**src/cwd_defs.svh**
```systemverilog
`ifndef CWD_DEFS_SVH
`define CWD_DEFS_SVH

// location and reach of the configuration word
`define CWD_CFG_ADDR        14'h2007
`define CWD_TEST_LO         14'h2000
`define CWD_TEST_HI         14'h3fff
`define CWD_CFG_ERASED      14'h3fff

// field positions within the word
`define CWD_CP_HI_MSB       13
`define CWD_CP_HI_LSB       12
`define CWD_BORV_MSB        11
`define CWD_BORV_LSB        10
`define CWD_CP_MID_MSB      9
`define CWD_CP_MID_LSB      8
`define CWD_UNIMPL_BIT      7
`define CWD_BROWNOUT_ENABLE_BIT_BIT       6
`define CWD_CP_LO_MSB       5
`define CWD_CP_LO_LSB       4
`define CWD_POWERUP_DELAY_ENABLE_N_BIT       3
`define CWD_WATCHDOG_ENABLE_BIT_BIT        2
`define CWD_FOSC_MSB        1
`define CWD_FOSC_LSB        0

// protected ranges
`define CWD_PROT_END        12'hfff
`define CWD_PROT_HALF       12'h800
`define CWD_PROT_QTR        12'h400
`define CWD_PROT_ALL        12'h000

// timing
`define CWD_CLK_NS          10
`define CWD_POWERUP_DELAY_TIMER_MS         72
`define CWD_POWERUP_DELAY_TIMER_CYC        ((`CWD_POWERUP_DELAY_TIMER_MS * 1000000) / `CWD_CLK_NS)
`define CWD_OST_EDGES       11'h400

`endif

```
**src/cwd_pkg.sv**
```systemverilog
package cwd_pkg;

   typedef enum logic [1:0] {
      CWD_OSC_LP = 2'b00,
      CWD_OSC_XT = 2'b01,
      CWD_OSC_HS = 2'b10,
      CWD_OSC_RC = 2'b11
   } cwd_osc_t;

   typedef enum logic [1:0] {
      CWD_BOR_4V5 = 2'b00,
      CWD_BOR_4V2 = 2'b01,
      CWD_BOR_2V7 = 2'b10,
      CWD_BOR_2V5 = 2'b11
   } cwd_trip_t;

   typedef struct packed {
      logic [1:0] code_protect_sel;
      logic       protect_on;
      logic [11:0] protect_lo;
      cwd_trip_t  brownout_trip_sel;
      logic       brownout_enable_bit;
      logic       powerup_delay_enable_n;
      logic       powerup_delay_active;
      logic       watchdog_enable_bit;
      cwd_osc_t   clock_source_sel;
      logic       crystal_mode;
      logic       ext_clock_ok;
   } cwd_opts_t;

   typedef enum logic [2:0] {
      CWD_ST_LOAD  = 3'b000,
      CWD_ST_BOR   = 3'b001,
      CWD_ST_POWERUP_DELAY_TIMER  = 3'b010,
      CWD_ST_OST   = 3'b011,
      CWD_ST_RUN   = 3'b100,
      CWD_ST_SLEEP = 3'b101
   } cwd_state_t;

endpackage

```
**src/cwd_decode.sv**
```systemverilog
`timescale 1ns/100ps
`default_nettype none
`include "cwd_defs.svh"

module cwd_decode (
   input  wire logic [13:0]       cfg_word,
   output cwd_pkg::cwd_opts_t     opts
);

   // programmed bits read 0, so decodes treat 1 as the unprogrammed default
   function automatic logic [11:0] prot_base(input logic [1:0] sel);
      case (sel)
         2'b10:   prot_base = `CWD_PROT_HALF;
         2'b01:   prot_base = `CWD_PROT_QTR;
         default: prot_base = `CWD_PROT_ALL;
      endcase
   endfunction

   logic [1:0] cp_hi;
   logic [1:0] cp_mid;
   logic [1:0] cp_lo;

   assign cp_hi  = cfg_word[`CWD_CP_HI_MSB:`CWD_CP_HI_LSB];
   assign cp_mid = cfg_word[`CWD_CP_MID_MSB:`CWD_CP_MID_LSB];
   assign cp_lo  = cfg_word[`CWD_CP_LO_MSB:`CWD_CP_LO_LSB];

   always_comb begin
      opts.code_protect_sel = cp_hi;
      // RULE4: protect range decode
      // RULE5: only matching pairs take effect
      opts.protect_on = (cp_hi == cp_mid) && (cp_hi == cp_lo) && (cp_hi != 2'b11);
      opts.protect_lo = prot_base(cp_hi);
      // RULE6: trip level select
      opts.brownout_trip_sel = cwd_pkg::cwd_trip_t'(cfg_word[`CWD_BORV_MSB:`CWD_BORV_LSB]);
      // RULE8: brown-out enable
      opts.brownout_enable_bit = cfg_word[`CWD_BROWNOUT_ENABLE_BIT_BIT];
      // RULE9: power-up timer active low
      opts.powerup_delay_enable_n = cfg_word[`CWD_POWERUP_DELAY_ENABLE_N_BIT];
      // RULE12: brown-out forces timer
      opts.powerup_delay_active = ~cfg_word[`CWD_POWERUP_DELAY_ENABLE_N_BIT] | cfg_word[`CWD_BROWNOUT_ENABLE_BIT_BIT];
      // RULE10: watchdog enable
      opts.watchdog_enable_bit = cfg_word[`CWD_WATCHDOG_ENABLE_BIT_BIT];
      // RULE11: oscillator mode
      opts.clock_source_sel = cwd_pkg::cwd_osc_t'(cfg_word[`CWD_FOSC_MSB:`CWD_FOSC_LSB]);
      opts.crystal_mode = (opts.clock_source_sel != cwd_pkg::CWD_OSC_RC);
      // RULE17: external clock only in fast crystal mode
      opts.ext_clock_ok = (opts.clock_source_sel == cwd_pkg::CWD_OSC_HS);
   end

endmodule // cwd_decode
`default_nettype wire

```
**src/cwd_ost.sv**
```systemverilog
`timescale 1ns/100ps
`default_nettype none
`include "cwd_defs.svh"

module cwd_ost (
   input  wire logic clock,
   input  wire logic rst_n,
   input  wire logic start,
   input  wire logic osc_sync,
   output logic      done
);

   logic [10:0] cnt_q;
   logic        prev_q;
   logic        run_q;

   // rising edges of the synchronised oscillator input are counted
   always_ff @(posedge clock or negedge rst_n) begin
      if (!rst_n) begin
         prev_q <= 1'b0;
      end else begin
         prev_q <= osc_sync;
      end
   end

   // RULE18: count oscillator edges
   always_ff @(posedge clock or negedge rst_n) begin
      if (!rst_n) begin
         cnt_q <= 11'h000;
         run_q <= 1'b0;
      end else if (start) begin
         cnt_q <= 11'h000;
         run_q <= 1'b1;
      end else if (run_q && osc_sync && !prev_q) begin
         cnt_q <= cnt_q + 11'h001;
         if (cnt_q == `CWD_OST_EDGES - 11'h001) begin
            run_q <= 1'b0;
         end
      end
   end

   assign done = !run_q && (cnt_q == `CWD_OST_EDGES);

endmodule // cwd_ost
`default_nettype wire

```
**src/cwd_top.sv**
```systemverilog
// Summary of operation
// RULE1: configuration bits read 0 when programmed, 1 when unprogrammed.
// RULE2: configuration word lives at program address 2007h.
// RULE3: 2000h to 3FFFh reachable only in programming mode.
// RULE4: protect field 11 none, 10 upper half, 01 upper three quarters, 00 all.
// RULE5: programmer writes all three protect pairs alike for protection to apply.
// RULE6: bits 11-10 pick brown-out trip 2.5, 2.7, 4.2 or 4.5 volts.
// RULE7: bit 7 unimplemented, always reads 1.
// RULE8: bit 6 set enables brown-out reset, clear disables it.
// RULE9: bit 3 low enables power-up timer, high disables it.
// RULE10: watchdog enable bit set runs watchdog, clear stops it.
// RULE11: bits 1-0 select RC, HS, XT or LP oscillator.
// RULE12: brown-out enabled forces power-up timer on.
// RULE13: watchdog off only by configuration, clocked by own oscillator. The code also holds watchdog_run low in CWD_ST_LOAD.
// RULE14: power-on and brown-out resets hold reset for 72 ms.
// RULE15: start-up timer holds reset until crystal is stable.
// RULE16: sleep ends on external reset, watchdog wake-up or interrupt.
// RULE17: external clock accepted only in high-speed crystal mode.
// RULE18: start-up timer counts 1024 input cycles after power-up delay.
// RULE19: start-up delay only in crystal modes after power-up or wake.
// RULE20: brown-out during power-up delay restarts the full delay.
// RULE21: options latched at reset, held constant during operation.
`timescale 1ns/100ps
`default_nettype none
`include "cwd_defs.svh"

module cwd_top #(
   parameter int unsigned POWERUP_DELAY_TIMER_CYCLES = `CWD_POWERUP_DELAY_TIMER_CYC
) (
   input  wire logic               clock,
   input  wire logic               resetn,
   input  wire logic               prog_mode,
   input  wire logic [13:0]        prog_addr,
   input  wire logic               prog_wr,
   input  wire logic [13:0]        prog_wdata,
   input  wire logic               prog_rd,
   output logic      [13:0]        prog_rdata,
   output logic                    prog_ack,
   input  wire logic [13:0]        cpu_addr,
   output logic                    cpu_test_space,
   input  wire logic               por_event,
   input  wire logic               mclr_event,
   input  wire logic               brownout_low,
   input  wire logic               wdt_timeout,
   input  wire logic               irq_wake,
   input  wire logic               sleep_req,
   input  wire logic               clock_in_pin,
   input  wire logic               wdt_rc_clk,
   output logic                    chip_reset,
   output logic                    sleeping,
   output logic                    brownout_reset,
   output logic                    watchdog_run,
   output logic                    watchdog_clk,
   output logic                    ext_clock_en,
   output logic                    brownout_detect_en,
   output cwd_pkg::cwd_trip_t      brownout_trip_voltage,
   output cwd_pkg::cwd_osc_t       clock_source_sel,
   output logic                    code_protect_on,
   output logic      [11:0]        protect_lo,
   output logic      [11:0]        protect_hi
);

   // ------------------------------------------------------------
   // reset release and input synchronisers
   // ------------------------------------------------------------
   logic       rst_meta_q;
   logic       rst_n;
   logic [1:0] osc_s_q;
   logic [1:0] bo_s_q;
   logic [1:0] wdt_s_q;
   logic [1:0] irq_s_q;
   logic [1:0] mclr_s_q;
   logic [1:0] por_s_q;

   always_ff @(posedge clock or negedge resetn) begin
      if (!resetn) begin
         rst_meta_q <= 1'b0;
         rst_n      <= 1'b0;
      end else begin
         rst_meta_q <= 1'b1;
         rst_n      <= rst_meta_q;
      end
   end

   // pins from the analog side: second stage only is read
   always_ff @(posedge clock or negedge rst_n) begin
      if (!rst_n) begin
         osc_s_q  <= 2'b00;
         bo_s_q   <= 2'b00;
         wdt_s_q  <= 2'b00;
         irq_s_q  <= 2'b00;
         mclr_s_q <= 2'b00;
         por_s_q  <= 2'b00;
      end else begin
         osc_s_q  <= {osc_s_q[0], clock_in_pin};
         bo_s_q   <= {bo_s_q[0], brownout_low};
         wdt_s_q  <= {wdt_s_q[0], wdt_timeout};
         irq_s_q  <= {irq_s_q[0], irq_wake};
         mclr_s_q <= {mclr_s_q[0], mclr_event};
         por_s_q  <= {por_s_q[0], por_event};
      end
   end

   // ------------------------------------------------------------
   // configuration word store
   // ------------------------------------------------------------
   logic [13:0] cfg_q;
   logic        in_test;
   logic        cfg_hit;

   function automatic logic test_space(input logic [13:0] a);
      test_space = (a >= `CWD_TEST_LO) && (a <= `CWD_TEST_HI);
   endfunction

   assign in_test = test_space(prog_addr);
   // RULE2: word at fixed address
   assign cfg_hit = prog_mode && (prog_addr == `CWD_CFG_ADDR);

   // RULE1: erased word reads all ones
   always_ff @(posedge clock or negedge rst_n) begin
      if (!rst_n) begin
         cfg_q <= `CWD_CFG_ERASED;
      end else if (cfg_hit && prog_wr) begin
         // RULE7: unimplemented bit stuck at one
         cfg_q <= prog_wdata | (14'h0001 << `CWD_UNIMPL_BIT);
      end
   end

   // RULE3: test space only in programming mode
   assign cpu_test_space = prog_mode && test_space(cpu_addr);

   always_ff @(posedge clock or negedge rst_n) begin
      if (!rst_n) begin
         prog_rdata <= 14'h0000;
         prog_ack   <= 1'b0;
      end else begin
         prog_ack <= prog_mode && in_test && (prog_rd || prog_wr);
         if (cfg_hit && prog_rd) begin
            // RULE7: bit reads one
            prog_rdata <= cfg_q | (14'h0001 << `CWD_UNIMPL_BIT);
         end else if (prog_rd) begin
            prog_rdata <= `CWD_CFG_ERASED;
         end
      end
   end

   // ------------------------------------------------------------
   // option decode and latching
   // ------------------------------------------------------------
   cwd_pkg::cwd_opts_t opts_now;
   cwd_pkg::cwd_opts_t opts_q;
   cwd_pkg::cwd_state_t state_q;

   cwd_decode u_decode (
      .cfg_word (cfg_q),
      .opts     (opts_now)
   );

   // RULE21: capture options only while in reset
   always_ff @(posedge clock or negedge rst_n) begin
      if (!rst_n) begin
         opts_q <= '0;
      end else if (state_q == cwd_pkg::CWD_ST_LOAD) begin
         opts_q <= opts_now;
      end
   end

   assign code_protect_on       = opts_q.protect_on;
   assign protect_lo            = opts_q.protect_lo;
   assign protect_hi            = `CWD_PROT_END;
   assign brownout_trip_voltage = opts_q.brownout_trip_sel;
   assign clock_source_sel      = opts_q.clock_source_sel;
   assign brownout_detect_en    = opts_q.brownout_enable_bit;
   // RULE17: external clock gate
   assign ext_clock_en          = opts_q.ext_clock_ok;
   // RULE13: no run-time stop of watchdog, own clock
   assign watchdog_run          = opts_q.watchdog_enable_bit && (state_q != cwd_pkg::CWD_ST_LOAD);
   assign watchdog_clk          = wdt_rc_clk;

   // ------------------------------------------------------------
   // reset sequencer
   // ------------------------------------------------------------
   logic [23:0] powerup_delay_timer_q;
   logic        ost_start;
   logic        ost_done;
   logic        powerup_q;
   logic        bo_act;
   logic        por_s;
   logic        powerup_delay_timer_done;

   assign bo_act    = opts_q.brownout_enable_bit && bo_s_q[1];
   assign por_s     = por_s_q[1];
   assign powerup_delay_timer_done = (powerup_delay_timer_q == 24'h000000);

   cwd_ost u_ost (
      .clock    (clock),
      .rst_n    (rst_n),
      .start    (ost_start),
      .osc_sync (osc_s_q[1]),
      .done     (ost_done)
   );

   always_ff @(posedge clock or negedge rst_n) begin
      if (!rst_n) begin
         state_q   <= cwd_pkg::CWD_ST_LOAD;
         powerup_delay_timer_q    <= 24'h000000;
         powerup_q <= 1'b1;
         ost_start <= 1'b0;
      end else begin
         ost_start <= 1'b0;
         if (por_s) begin
            state_q   <= cwd_pkg::CWD_ST_LOAD;
            powerup_q <= 1'b1;
         end else if (bo_act) begin
            // RULE20: brown-out restarts delay
            state_q   <= cwd_pkg::CWD_ST_BOR;
            powerup_q <= 1'b1;
         end else if (mclr_s_q[1]) begin
            state_q   <= cwd_pkg::CWD_ST_LOAD;
            powerup_q <= 1'b0;
         end else begin
            case (state_q)
               cwd_pkg::CWD_ST_LOAD, cwd_pkg::CWD_ST_BOR: begin
                  // RULE14: 72 ms only on power-up resets
                  // RULE12: forced under brown-out
                  if (powerup_q && (opts_now.powerup_delay_active ||
                                    state_q == cwd_pkg::CWD_ST_BOR)) begin
                     powerup_delay_timer_q  <= POWERUP_DELAY_TIMER_CYCLES[23:0];
                     state_q <= cwd_pkg::CWD_ST_POWERUP_DELAY_TIMER;
                  end else if (powerup_q && opts_now.crystal_mode) begin
                     ost_start <= 1'b1;
                     state_q   <= cwd_pkg::CWD_ST_OST;
                  end else begin
                     state_q <= cwd_pkg::CWD_ST_RUN;
                  end
               end
               cwd_pkg::CWD_ST_POWERUP_DELAY_TIMER: begin
                  if (!powerup_delay_timer_done) begin
                     powerup_delay_timer_q <= powerup_delay_timer_q - 24'h000001;
                  // RULE18: start-up timer after the delay
                  // RULE19: crystal modes only
                  end else if (opts_q.crystal_mode) begin
                     ost_start <= 1'b1;
                     state_q   <= cwd_pkg::CWD_ST_OST;
                  end else begin
                     state_q <= cwd_pkg::CWD_ST_RUN;
                  end
               end
               cwd_pkg::CWD_ST_OST: begin
                  // RULE15: hold until oscillator stable
                  if (ost_done && !ost_start) begin
                     state_q   <= cwd_pkg::CWD_ST_RUN;
                     powerup_q <= 1'b0;
                  end
               end
               cwd_pkg::CWD_ST_RUN: begin
                  powerup_q <= 1'b0;
                  if (sleep_req) begin
                     state_q <= cwd_pkg::CWD_ST_SLEEP;
                  end
               end
               cwd_pkg::CWD_ST_SLEEP: begin
                  // RULE16: wake sources
                  if ((wdt_s_q[1] && opts_q.watchdog_enable_bit) || irq_s_q[1]) begin
                     if (opts_q.crystal_mode) begin
                        // RULE19: wake-up runs start-up timer
                        ost_start <= 1'b1;
                        state_q   <= cwd_pkg::CWD_ST_OST;
                     end else begin
                        state_q <= cwd_pkg::CWD_ST_RUN;
                     end
                  end
               end
               default: state_q <= cwd_pkg::CWD_ST_LOAD;
            endcase
         end
      end
   end

   assign chip_reset     = (state_q != cwd_pkg::CWD_ST_RUN) && (state_q != cwd_pkg::CWD_ST_SLEEP);
   assign sleeping       = (state_q == cwd_pkg::CWD_ST_SLEEP);
   assign brownout_reset = (state_q == cwd_pkg::CWD_ST_BOR);

   // ------------------------------------------------------------
   // checks
   // ------------------------------------------------------------
   opts_stable_a: assert property (@(posedge clock) disable iff (!rst_n) // RULE21
      (state_q == cwd_pkg::CWD_ST_RUN && $past(state_q) == cwd_pkg::CWD_ST_RUN)
      |-> $stable(opts_q))
      else $error("options changed during operation");

   unimpl_bit_a: assert property (@(posedge clock) disable iff (!rst_n) // RULE7
      cfg_q[`CWD_UNIMPL_BIT] == 1'b1)
      else $error("unimplemented bit not one");

   test_space_a: assert property (@(posedge clock) disable iff (!rst_n) // RULE3
      !prog_mode |-> !cpu_test_space)
      else $error("test space reachable outside programming");

   forced_powerup_delay_timer_a: assert property (@(posedge clock) disable iff (!rst_n) // RULE12
      (state_q == cwd_pkg::CWD_ST_BOR && !bo_act && !por_s && !mclr_s_q[1])
      |=> state_q == cwd_pkg::CWD_ST_POWERUP_DELAY_TIMER)
      else $error("brown-out recovery skipped power-up delay");

   ost_after_powerup_delay_timer_a: assert property (@(posedge clock) disable iff (!rst_n) // RULE18
      (state_q == cwd_pkg::CWD_ST_OST && $past(state_q) != cwd_pkg::CWD_ST_OST
       && $past(state_q) == cwd_pkg::CWD_ST_POWERUP_DELAY_TIMER) |-> $past(powerup_delay_timer_done))
      else $error("start-up timer began before delay ended");

   rc_no_ost_a: assert property (@(posedge clock) disable iff (!rst_n) // RULE19
      (state_q == cwd_pkg::CWD_ST_OST) |-> opts_q.crystal_mode)
      else $error("start-up timer in rc mode");

   ext_clk_a: assert property (@(posedge clock) disable iff (!rst_n) // RULE17
      ext_clock_en |-> (opts_q.clock_source_sel == cwd_pkg::CWD_OSC_HS))
      else $error("external clock outside fast crystal mode");

   reset_held_a: assert property (@(posedge clock) disable iff (!rst_n) // RULE14
      (state_q == cwd_pkg::CWD_ST_POWERUP_DELAY_TIMER) |-> chip_reset)
      else $error("reset released during power-up delay");

   powerup_delay_timer_full_a: assert property (@(posedge clock) disable iff (!rst_n) // RULE14
      (state_q == cwd_pkg::CWD_ST_POWERUP_DELAY_TIMER && $past(state_q) != cwd_pkg::CWD_ST_POWERUP_DELAY_TIMER)
      |-> (powerup_delay_timer_q == POWERUP_DELAY_TIMER_CYCLES[23:0]))
      else $error("power-up delay did not start full");

   mclr_skip_a: assert property (@(posedge clock) disable iff (!rst_n) // RULE14
      (state_q == cwd_pkg::CWD_ST_LOAD && !powerup_q && !por_s && !bo_act && !mclr_s_q[1])
      |=> (state_q == cwd_pkg::CWD_ST_RUN))
      else $error("timers ran after a non power-up reset");

   powerup_delay_timer_off_a: assert property (@(posedge clock) disable iff (!rst_n) // RULE9
      (state_q == cwd_pkg::CWD_ST_LOAD && cfg_q[`CWD_POWERUP_DELAY_ENABLE_N_BIT] && !cfg_q[`CWD_BROWNOUT_ENABLE_BIT_BIT]
       && !por_s && !bo_act && !mclr_s_q[1]) |=> (state_q != cwd_pkg::CWD_ST_POWERUP_DELAY_TIMER))
      else $error("power-up delay ran while disabled");

   sleep_hold_a: assert property (@(posedge clock) disable iff (!rst_n) // RULE16
      (sleeping && !por_s && !bo_act && !mclr_s_q[1] && !irq_s_q[1]
       && !(wdt_s_q[1] && opts_q.watchdog_enable_bit)) |=> sleeping)
      else $error("sleep left without a wake source");

endmodule // cwd_top
`default_nettype wire

```
**config.mk**
```make
export PLATFORM = sky130hd
export DESIGN_NAME = cwd_top
export DESIGN_NICKNAME = d
export VERILOG_FILES = /design/src/cwd_pkg.sv /design/src/cwd_decode.sv /design/src/cwd_ost.sv /design/src/cwd_top.sv
export VERILOG_INCLUDE_DIRS = /design/src
export SDC_FILE = /design/constraint.sdc
export NUM_CORES = 1
export LEC_CHECK = 0
export ABC_AREA = 0
export BUFFER_PORTS_ARGS = -buffer_cell sky130_fd_sc_hd__buf_2
export CAP_MARGIN = 20
export CORE_ASPECT_RATIO = 0.8
export CORE_MARGIN = 2
export CORE_UTILIZATION = 30
export DETAILED_ROUTE_END_ITERATION = 16
export HOLD_SLACK_MARGIN = 0.03
export PLACE_DENSITY = 0.59
export SLEW_MARGIN = 20
export SYNTH_ARGS = -nofsm -noshare
export SYNTH_HDL_FRONTEND = slang
export SYNTH_SLANG_ARGS = --single-unit
```
**constraint.sdc**
```tcl
create_clock -name clock -period 3.1 [get_ports clock]
set_input_delay 0.31 -clock clock [delete_from_list [all_inputs] [get_ports clock]]
set_output_delay 0.31 -clock clock [all_outputs]
set_load 0.02 [all_outputs]
```
==> results of run 1 <==
==> synth_stat cells (all sizes together), types with 10 or more instances <==
| cell type | number | area, µm² |
|---|---|---|
| a21oi | 24 | 120.1 |
| buf | 32 | 231.5 |
| clkbuf | 11 | 41.29 |
| dfrtp | 81 | 2027 |
| dfstp | 14 | 367.9 |
| mux2 | 13 | 146.4 |
| nand2 | 56 | 210.2 |
| nand3 | 18 | 95.09 |
| nor2 | 61 | 229.0 |
| nor3 | 10 | 61.31 |
| o21ai | 18 | 90.09 |
| xor2 | 15 | 131.4 |
==> sequential cells by signal, indices dropped and copies added, names as in the netlist, 3 cells and up <==
| register | cells |
|---|---|
| powerup_delay_timer_q | 24 |
| state_q | 3 |
| cfg_q | 13 |
| u_ost.cnt_q | 11 |
| prog_rdata | 14 |
==> cells by family after synthesis <==
family,synth area share
other,0.001659
AO/OA/AOI/OAI,0.1023
multiplexers,0.03234
adder cells (fa/ha/maj),0.01106
flip-flops,0.5290
XOR/XNOR,0.03289
buffers and inverters,0.06772
AND/OR/NAND/NOR,0.2231
==> through the flow <==
step	utilization	power [mW]	setup WS (ns)	std cells
2_1_floorplan	-	1.686	0.2823	476
4_1_cts	0.3535	2.814	0.5759	713
3_3_place_gp	0.3344	1.768	0.6375	696
3_5_place_dp	0.3344	1.780	0.6086	696
6_report	0.3535	2.774	0.5431	713
5_1_grt	0.3535	2.930	0.3608	713
==> cell type report <==
class	count	area [µm²]
sequential	95	2399
clock buffer	10	229.0
multi-input combinational	329	1904
timing repair buffer	75	407.9
inverter	9	33.78
clock inverter	6	45.04
fill	1482	9609
tap	189	236.5
==> routing by layer <==
metal | vias up | global-route usage | wire length, µm
li1 | 1661 | - | -
met1 | 1646 | 0.1656 | 4542
met2 | 69 | 0.2100 | 4617
met3 | 8 | 0.04156 | 406
met4 | 0 | 0.04333 | 127
met5 | - | 0 | 0
==> critical path, cell delays in order, from the launching register on <==
cell and delay (ns):
dfrtp_1 0.49, nor2_1 0.32, a31oi_1 0.19, a41oi_4 0.41, nand2_1 0.36, or4_1 0.56
a21oi_1 0.15
==> power by group <==
part / switching [mW] / internal [mW] / leakage, nW
combinational: 0.220 / 0.134 / 1.08
clock: 0.469 / 0.546 / 0.125
sequential: 0.0906 / 1.32 / 1.10
==> worst max-delay path by stage <==
stage,startpoint,depth (start not counted),endpoint
after global routing,state_q[1],6,powerup_delay_timer_q[13]
after floorplan,rst_n,0,bo_s_q[0]
after global placement,state_q[1],6,powerup_delay_timer_q[13]
after detailed placement,state_q[1],6,powerup_delay_timer_q[13]
after CTS,state_q[1],6,powerup_delay_timer_q[13]
final,state_q[1],6,powerup_delay_timer_q[13]
==> results.md, run 1 <==
* Run status: complete, no violations
* Fin crit share at 0.8248
* Clk Latency, worst-skew pair at 0.35 ns
* Skew final at 0.007223 ns
* Asr flop ratio synth at 1.000
* Synth cell types at 57
* R2R cell count at 6
* Starting Density at 0.3045
* Worst Hold Launch: wdt_timeout
* PortBufs at 68
* Vias at 3384
* # Max-Cap Violations at 0
* Startpoint types: flop
* Setup_tns at 0 ns
* H-tree depth at 3
* Layout cells sized above 1 at 0.2481
* Drt pass-1 iters at 4
* Max Slew Vio Count at 0
* Peak VDD IR at 0.3009 mV
* CTS buffer count at 9
* Hold worst-path end: wdt_s_q[0]
* Post-synthesis register bit count at 95
* Slew @ Worst Pin at 0.6236 ns
* Finish-stage setup viols at 0
* Slew Limit Headroom at 0.5842
* Synthesized area per cell at about 9.9 µm²
* Top_reg_cell synth: dfrtp_1
* Core Region at 14860 µm²
* Vias in the first global route at 3443
* Most frequent cells in the layout: dfrtp_1, buf_2, nor2_1, nand2_1, a21oi_1
* Final Cell Area at about 5300 µm²
* Tmin final at 2.557 ns
* Post-synth EDFFs at 0
* # rows at 40
* Hold Buf Count CTS at 1
* Crit Path Class: flop to flop
* Die H at 113.9 µm
* Routed WL per cell at around 14 µm
* Remaining global-route overflow at 0
* Unrepaired setup endpoints after global routing: no
* Pin count of the biggest net entering global routing at 50
* ANT cells at 0
* WHS at between 0.06 and 0.07 ns
* Num Clock Sinks at 95
* First-pass GRT wire length at ~17000 µm
* CP required at 3.37 ns
* Setup Fix Bufs, Post-CTS at 0
* Root buf cell: clkbuf_16
* Worst Path Max Fanout at 12
* Synthesis warning total at 0
* Syn-to-layout area delta at 16.09%
* Nets@finish at between 500 and 600
* Initial antenna violation count at 0
* Post-synthesis cell area at 4527 µm²
* Tot GR Track Use at 0.1298
* R2R Path Start: state_q[1]
* DRC at 0
* Register area share after synthesis at 0.5290
* Vias/cell at 4.746
* Worst min path class: input port to flop
* Iteration-0 DRC Markers at 172
* Fin. Hold Viols at 0
* DP Area at 4971 µm²
* Die width at 141.3 µm
* Leakage at 2.303 nW
* GP Congestion at 0.7877
* # IOs at approximately 110
* Clk buf depth at 2
* Max Fclk at 391.1 MHz
* Dpl hpwl at 7077 µm
* CTS clk-pin slew, worst paths at 0.06 ns
* Routed Wire Length at between 9000 and 10000 µm
* Reg2reg setup slack at 0.54 ns
* CP endpoint kind: flop
* CTS tree: done
* Pwr dens at 527.9 nW/µm²
* WHS Path Cells at 1
* Crit Reg-Reg Endpoint: powerup_delay_timer_q[13]
* Crit path DAT at 2.82 ns
* CTS resizes at 0
* Commonest non-fill, non-tap cell in the layout: dfrtp_1
* Post-DRT Antenna Nets at 0
* Die ar. at between 15000 and 20000 µm²
* Syn Inst Count at 455
(Power assumes the default switching activity.)
==> run 2, diff against run 1 <==
--- a/config.mk
+++ b/config.mk
@@ -6,7 +6,7 @@
 export SDC_FILE = /design/constraint.sdc
 export NUM_CORES = 1
 export LEC_CHECK = 0
-export ABC_AREA = 0
+export ABC_AREA = 1
 export BUFFER_PORTS_ARGS = -buffer_cell sky130_fd_sc_hd__buf_2
 export CAP_MARGIN = 20
 export CORE_ASPECT_RATIO = 0.8
@@ -14,7 +14,7 @@
 export CORE_UTILIZATION = 30
 export DETAILED_ROUTE_END_ITERATION = 16
 export HOLD_SLACK_MARGIN = 0.03
-export PLACE_DENSITY = 0.59
+export PLACE_DENSITY = 0.58
 export SLEW_MARGIN = 20
 export SYNTH_ARGS = -nofsm -noshare
 export SYNTH_HDL_FRONTEND = slang
==> constraint.sdc (replaced) <==
create_clock -name clock -period 2.6 [get_ports clock]
set_input_delay 0.26 -clock clock [delete_from_list [all_inputs] [get_ports clock]]
set_output_delay 0.26 -clock clock [all_outputs]
set_load 0.02 [all_outputs]
==> run 2 against run 1 <==
Net effect: register-to-register slack gained 0.28 ns; via count grew 19%; clock-buffer cell count grew 2; final area grew 12%; total power grew 50%; final cell count grew 30%; sequential power grew 28%; clock power grew 26%; sequential cell count is the same; worst setup slack gained 0.12 ns; combinational power grew to 3.1 times the previous value; die area grew 12%.
==> results.md, run 2 <==
* Iteration-0 DRC Markers at 300 (+74%)
* Clk Latency, worst-skew pair at 0.35 ns (about the same)
* Fin. Hold Viols at 0 (unchanged)
* Most frequent cells in the layout: nand2_1, inv_1, dfrtp_1, buf_2, nor2_1
* Yosys top cell by area: dfrtp_1
* Tot GR Track Use at 0.1280 (-0.001761)
* R2R cell count at 9 (+3)
* Mux share of post-synthesis cell area at 0 (-0.03234)
* Routed WL per cell at 11.49 µm (-15%)
* Starting Density at 0.3072 (+0.002643)
* Routed Wire Length at 10640 µm (+9.8%)
* Top area cells in the synthesized netlist: dfrtp_1, nand2_1, dfstp_2
* Vias/cell at 4.349 (-8.4%)
* Slew Limit Headroom at 0.6387 (+0.05447)
* Initial antenna violation count at 0 (unchanged)
* Post-synthesis register bit count at 95 (unchanged)
* Crit. Startpoint: state_q[2]
* Root buf cell: clkbuf_16
* # IOs at 107 (unchanged)
* Register with the most flip-flops: powerup_delay_timer_q
* CTS buffer count at 9 (unchanged)
* WHS at 0.1049 ns (+0.03790 ns)
* Most common cell in the netlist: nand2_1
* Clk buf depth at 2 (unchanged)
* Post-synthesis cell area at 5101 µm² (+13%)
* # Max-Cap Violations at 0 (unchanged)
* Reg2reg setup slack at 0.82 ns (+0.28 ns)
* Post-synthesis compound-gate area fraction at 0.1109 (+0.008599)
* Synth Area in Simple Gates at 0.2524 (+0.02934)
* Register area share after synthesis at 0.4695 (-0.05956)
* Xor and xnor area share after synthesis at 0.02060 (-0.01229)
* CP endpoint: watchdog_run
* Slew @ Worst Pin at 0.5419 ns (-0.08171 ns)
* Syn Inst Count at 633 (+39%)
* PortBufs at 68 (unchanged)
* Area share of the largest cell type after synthesis at 0.3974 (-0.05041)
* Unrepaired setup endpoints after global routing: no
* Finish-stage setup viols at 0 (unchanged)
* Core Region at 16610 µm² (+12%)
* Util after Layout at 0.3548 (+0.001272)
* Leakage at 2.743 nW (+19%)
* Crit Path Class: flop to output port
* Synthesis warning total at 0 (unchanged)
* Top_reg_cell synth: dfrtp_1
* Synth top cells by count: nand2_1, inv_1, dfrtp_1, nor2_1, o21ai_0
* GP Congestion at 0.8576 (+8.9%)
* Crit path DAT at 1.68 ns (-1.14 ns)
* First-pass GRT wire length at 18410 µm (+11%)
* Post-synth EDFFs at 0 (unchanged)
* CP required at 2.34 ns (-1.03 ns)
* Worst min path class: input port to flop
* Fin crit share at 0.7444
* Clock power frac at 0.305 (-0.061)
* Syn-to-layout area delta at 15.50%
* P_sw at 1.453 mW (+86%)
* Commonest non-fill, non-tap cell in the layout: nand2_1
* Pin count of the biggest net entering global routing at 56 (+12%)
* Dpl hpwl at 7902 µm (+12%)
* Die H at 120.6 µm (+5.9%)
* Die width at 149.8 µm (+6.0%)
* Startpoint types: flop
* Vias at 4027 (+19%)
* Layout cells sized above 1 at 0.1983 (-0.04979)
* Internal Pwr Total at 2.718 mW (+36%)
* CP endpoint kind: output port
* Remaining global-route overflow at 0 (unchanged)
* Run status: complete, no violations
* Max reg flops at 24 (unchanged)
* Max Slew Vio Count at 0 (unchanged)
* ANT cells at 0 (unchanged)
* Worst Path Max Fanout at 6 (-6)
* Peak VDD IR at 0.5134 mV (+71%)
* CTS tree: done
* Synthesized area per cell at 8.059 µm² (-19%)
* Max Fclk at about 520 MHz
* Post-Synth Adder-Cell Area at 0.009811 (-0.001245)
* Combinational share of power at 0.262 (+0.134)
* Largest family of logic cells by synthesized area: simple AND/OR/NAND/NOR gates
* Skew final at 0.008979 ns (+0.001756 ns)
* Crit Reg-Reg Endpoint: powerup_delay_timer_q[10]
* Tmin final at 1.935 ns
* Nets@finish at 760 (+31%)
* Sequential power share at 0.433 (-0.074)
* Largest regs: powerup_delay_timer_q: 24 flops, prog_rdata: 14 flops, cfg_q: 13 flops
* H-tree depth at 3 (unchanged)
* Switching Share at 0.3483 (+0.06740)
* Num Clock Sinks at 95 (unchanged)
* Setup_tns at 0 ns (unchanged)
* Asr flop ratio synth at 1.000 (unchanged)
* Drt pass-1 iters at 4 (unchanged)
* # fillers at 1820 (+23%)
* R2R Path Start: state_q[2]
* # rows at 42 (+5.0%)
* Synth cell types at 43 (-25%)
* Die ar. at 18070 µm² (+12%)
* Pwr dens at 707.9 nW/µm² (+34%)
* Post-DRT Antenna Nets at 0 (unchanged)
* DRC at 0 (unchanged)
* Vias in the first global route at 3747 (+8.8%)
* CTS clk-pin slew, worst paths at 0.07 ns (about the same)
* CTS resizes at 0 (unchanged)
-- run 2: cell count changes in the layout (fill, tap and decap cells not counted), sizes merged, moves of 6 or more --
cell,change
mux2,-13
nand4,+12
a21oi,-6
and3,-6
inv,+89
or3,-6
dlygate4sd3,+6
nand3,+16
nand2,+88
nor2,+9
o21ai,+45
xor2,-6
-- run 2: kinds of logic after synthesis --
kind of cell | count (synthesis)
AOI/OAI and AO/OA | 96
adders and majority gates | 4
and+or+nand+nor | 282
xor gates and xnor gates | 12
other | 2
buffers and inverters | 142
DFF | 95
-- run 2: cell type report --
cell class	count	area, µm²	share of cell area
Timing Repair Buffer	79	452.9	0.07687
Clock inverter	4	28.78	0.004884
Inverter	99	384.1	0.06519
Multi-Input combinational cell	417	2095	0.3555
Clock buffer	12	257.7	0.04375
Sequential cell	95	2399	0.4071
Tap cell	220	275.3	0.04672
-- run 2: what timing repair did --
item                       in CTS  in global routing
buffers inserted                0                  0
setup endpoints to repair       0                  0
hold buffers                    7                  0
hold endpoints to repair        8                  0
-- run 2: layer usage --
layer | share of wire | GRT usage
met1 | 0.54 | 0.1938
met2 | 0.41 | 0.1815
met3 | 0.037 | 0.02830
met4 | 0.012 | 0.03715
met5 | 0 | 0
-- run 2: worst max-delay path, cell delays in order (launching register included) --
cell and delay (ns):
dfrtp_1 0.46, nor2_4 0.18, inv_1 0.12, nor2_2 0.28, nor2_1 0.10, buf_2 0.18
-- run 2: per-stage QoR --
step                cell area, µm²  std cells  setup slack (ns)  total power, mW
finish                        5892        926            0.6646            4.171
global route                  5892        926            0.5325            4.467
CTS                           5892        926            0.6355            4.224
detailed placement            5535        903            0.8259            2.923
global placement              5535        903            0.8303            2.915
floorplan                     5181        654             1.015            2.681
-- run 2: how the worst min path moves through the flow --
stage                   start    endpoint  slack [ns]  cells past startpoint
6_report       prog_wdata[13]   cfg_q[13]        0.10                      3
5_1_grt        prog_wdata[13]   cfg_q[13]        0.10                      3
4_1_cts        prog_wdata[13]   cfg_q[13]         0.1                      3
3_5_place_dp           resetn  rst_meta_q        0.05                      1
3_3_place_gp           resetn  rst_meta_q        0.05                      1
2_1_floorplan          resetn  rst_meta_q       -0.04                      0
-- run 2: power groups by stage --
| stage | Clock [mW] | Sequential [mW] | Combinational, mW |
|---|---|---|---|
| 6_report | 1.27 | 1.81 | 1.09 |
| 5_1_grt | 1.37 | 1.84 | 1.26 |
| 4_1_cts | 1.31 | 1.81 | 1.10 |
| 3_5_place_dp | 0 | 1.83 | 1.09 |
| 2_1_floorplan | 0 | 1.80 | 0.878 |
| 3_3_place_gp | 0 | 1.84 | 1.08 |
==> run 3, diff against run 2 <==
--- a/config.mk
+++ b/config.mk
@@ -6,7 +6,7 @@
 export SDC_FILE = /design/constraint.sdc
 export NUM_CORES = 1
 export LEC_CHECK = 0
-export ABC_AREA = 1
+export ABC_AREA = 0
 export BUFFER_PORTS_ARGS = -buffer_cell sky130_fd_sc_hd__buf_2
 export CAP_MARGIN = 20
 export CORE_ASPECT_RATIO = 0.8
@@ -14,7 +14,7 @@
 export CORE_UTILIZATION = 30
 export DETAILED_ROUTE_END_ITERATION = 16
 export HOLD_SLACK_MARGIN = 0.03
-export PLACE_DENSITY = 0.58
+export PLACE_DENSITY = 0.6
 export SLEW_MARGIN = 20
 export SYNTH_ARGS = -nofsm -noshare
 export SYNTH_HDL_FRONTEND = slang
==> constraint.sdc (replaced) <==
create_clock -name clock -period 1.7 [get_ports clock]
set_input_delay 0.17 -clock clock [delete_from_list [all_inputs] [get_ports clock]]
set_output_delay 0.17 -clock clock [all_outputs]
set_load 0.02 [all_outputs]
==> run 3 against run 2 <==
Net effect: the flow now finishes with violations (setup timing); final area rose by 8.3%; worst hold slack worse by 0.061 ns; total power up 39%; final cell count is 12% lower; first-iteration DRC count shrank 24%; sequential power increased by 38%; critical path depth grew 5; clock power is 60% higher; utilization grew 7.5 points; sequential cell count is the same; global-route usage up 2.0 points.
==> results.md, run 3 (synthesis gave the netlist of run 1 again) <==
* Run status: finished, violations left
* Failing checks: setup timing
* Commonest non-fill, non-tap cell in the layout: buf_4
* # fillers at 1424 (-22%)
* Reg2reg setup slack at -0.56 ns (-1.38 ns)
* Crit path DAT at 2.50 ns (+0.82 ns)
* Drt pass-1 iters at 4 (unchanged)
* DP Area at 5563 µm² (+0.50%)
* Die ar. at 16090 µm² (-11%)
* Fin crit share at 1.328
* Register with the most flip-flops: powerup_delay_timer_q
* First-pass GRT wire length at 18640 µm (+1.2%)
* Post-DRT Antenna Nets at 0 (unchanged)
* Tmin final at 2.257 ns
* Vias in the first global route at 3804 (+1.5%)
* Worst Hold Launch: prog_wdata[12]
* # IOs at 107 (unchanged)
* Crit Reg-Reg Endpoint: powerup_delay_timer_q[18]
* Leakage at 2.870 nW (+4.6%)
* Syn-to-layout area delta at 40.99%
* Core Region at 14860 µm² (-10%)
* Slowest-stage cell, CP: or4_4
* ANT cells at 0 (unchanged)
* Non-filler cells, final at 813 (-12%)
* Starting Density at 0.3045 (-0.002643)
* H-tree depth at 3 (unchanged)
* CP endpoint: powerup_delay_timer_q[18]
* Iteration-0 DRC Markers at 228 (-24%)
* Num Clock Sinks at 95 (unchanged)
* Dpl ws at -0.5680 ns (-1.394 ns)
* Worst Path Buf+Inv at 4 (+2)
* Slew @ Worst Pin at 0.4950 ns (-0.04697 ns)
* Largest stage delay, worst path at 0.58 ns (+0.12 ns)
* CTS clk-pin slew, worst paths at 0.07 ns (about the same)
* Worst Path Max Fanout at 5 (-1)
* Dpl cells at 773 (-14%)
* Die width at 141.3 µm (-5.6%)
* GP Congestion at 0.8608 (+0.37%)
* CTS tree: done
* Final Cell Area at 6382 µm² (+8.3%)
* # Max-Cap Violations at 0 (unchanged)
* Initial antenna violation count at 0 (unchanged)
* CTS buffer count at 9 (unchanged)
* Clk buf depth at 2 (unchanged)
* Final worst slack at -0.5571 ns (-1.222 ns)
* Levels on crit path at 10 (+5)
* Crit. Startpoint: powerup_delay_timer_q[12]
* CP top delay family: simple AND/OR/NAND/NOR gates
* Unrepaired setup endpoints after global routing: yes
* Max Slew Vio Count at 0 (unchanged)
* Util after Layout at 0.4294 (+0.07457)
* PortBufs at 68 (unchanged)
* Pwr dens at 906.2 nW/µm² (+28%)
* Worst-path cell chain: or4_4 > nor4_4 > buf_4 > buf_6 > a41oi_4 > buf_6 > nand3_2 > buf_4 > xor2_1 > nand2_1
* Root buf cell: clkbuf_16
* Tot GR Track Use at 0.1479 (+0.01982)
* Vias at 3773 (-6.3%)
* Fin. Hold Viols at 0 (unchanged)
* R2R cell count at 10 (+1)
* CP required at 1.94 ns (-0.40 ns)
* Crit Path Class: flop to flop
* Clk Latency, worst-skew pair at 0.36 ns (about the same)
* # rows at 40 (-4.8%)
* Vias/cell at 4.641 (+6.7%)
* Layout cells sized above 1 at 0.4343 (+0.2360)
* DRC at 0 (unchanged)
* Routed WL per cell at 13.84 µm (+20%)
* Largest regs: powerup_delay_timer_q: 24 flops, prog_rdata: 14 flops, cfg_q: 13 flops
* Max Fclk at 443.0 MHz
* WHS at 0.04347 ns (-0.06145 ns)
* Die H at 113.9 µm (-5.6%)
* Routed Wire Length at 11250 µm (+5.7%)
* Slew Limit Headroom at 0.6658 (+0.02713)
* Skew final at 0.01055 ns (+0.001576 ns)
* Peak VDD IR at 0.5838 mV (+14%)
* Nets@finish at 678 (-11%)
* Worst min path class: input port to flop
* Most frequent cells in the layout: buf_4, dfrtp_1, buf_2, nor2_1, nand2_1
* Max reg flops at 24 (unchanged)
* Remaining global-route overflow at 0 (unchanged)
* CP endpoint kind: flop
* R2R Path Start: powerup_delay_timer_q[12]
* Pin count of the biggest net entering global routing at 44 (-21%)
* Startpoint types: flop
* Dpl hpwl at 7983 µm (+1.0%)
* Finish-stage setup viols at 29 (+29)
-- run 3: changes by cell type in the layout (fill, tap and decap cells not counted), moves of 7 or more --
cell / delta
nand4_1: -12
mux2_2: +13
nand3_1: -21
buf_4: +80
o21ai_2: -7
o21ai_0: -24
inv_1: -88
o21ai_1: -15
nand2_1: -85
buf_6: +18
-- run 3: layout make-up --
cell class                 count  area [µm²]  share of cell area
multi-input combinational    330        2167              0.3395
tap                          189       236.5             0.03705
inverter                       9       36.28            0.005685
timing repair buffer         174        1241              0.1945
clock inverter                 4       33.78            0.005293
clock buffer                  12       266.5             0.04176
sequential                    95        2401              0.3762
-- run 3: worst min-delay path by stage --
| stage | slack, ns | depth (start not counted) | end |
|---|---|---|---|
| 5_1_grt | 0.04 | 2 | cfg_q[11] |
| 4_1_cts | 0.03 | 2 | cfg_q[12] |
| 3_3_place_gp | -0.04 | 1 | rst_meta_q |
| 2_1_floorplan | -0.13 | 0 | rst_meta_q |
| 3_5_place_dp | -0.04 | 1 | rst_meta_q |
| 6_report | 0.04 | 2 | cfg_q[12] |
-- run 3: stage by stage --
step | setup TNS [ns] | power [mW]
global placement | -8.690 | 3.586
global route | -13.59 | 6.082
detailed placement | -9.838 | 3.618
finish | -11.83 | 5.783
floorplan | -6.043 | 3.084
CTS | -10.46 | 5.749
-- run 3: power breakdown --
group / switching, mW / internal (mW) / total, mW
registers: 0.0985 / 2.40 / 2.50
clock network: 0.897 / 1.13 / 2.03
logic: 0.645 / 0.614 / 1.26
-- run 3: timing repair --
action | CTS | global route
endpoints found under the setup margin | 32 | 32
pin swaps | 19 | 16
endpoints found under the hold margin | 8 | 0
hold buffers | 7 | 0
gates cloned | 1 | 0
resized for setup | 46 | 32
buffers inserted | 8 | 8
-- run 3: routing by layer --
metal	GRT usage	share of wire	vias up
met5	0	0	-
li1	-	-	1863
met4	0.06333	0.025	0
met1	0.1995	0.48	1821
met3	0.03484	0.031	18
met2	0.2291	0.46	71
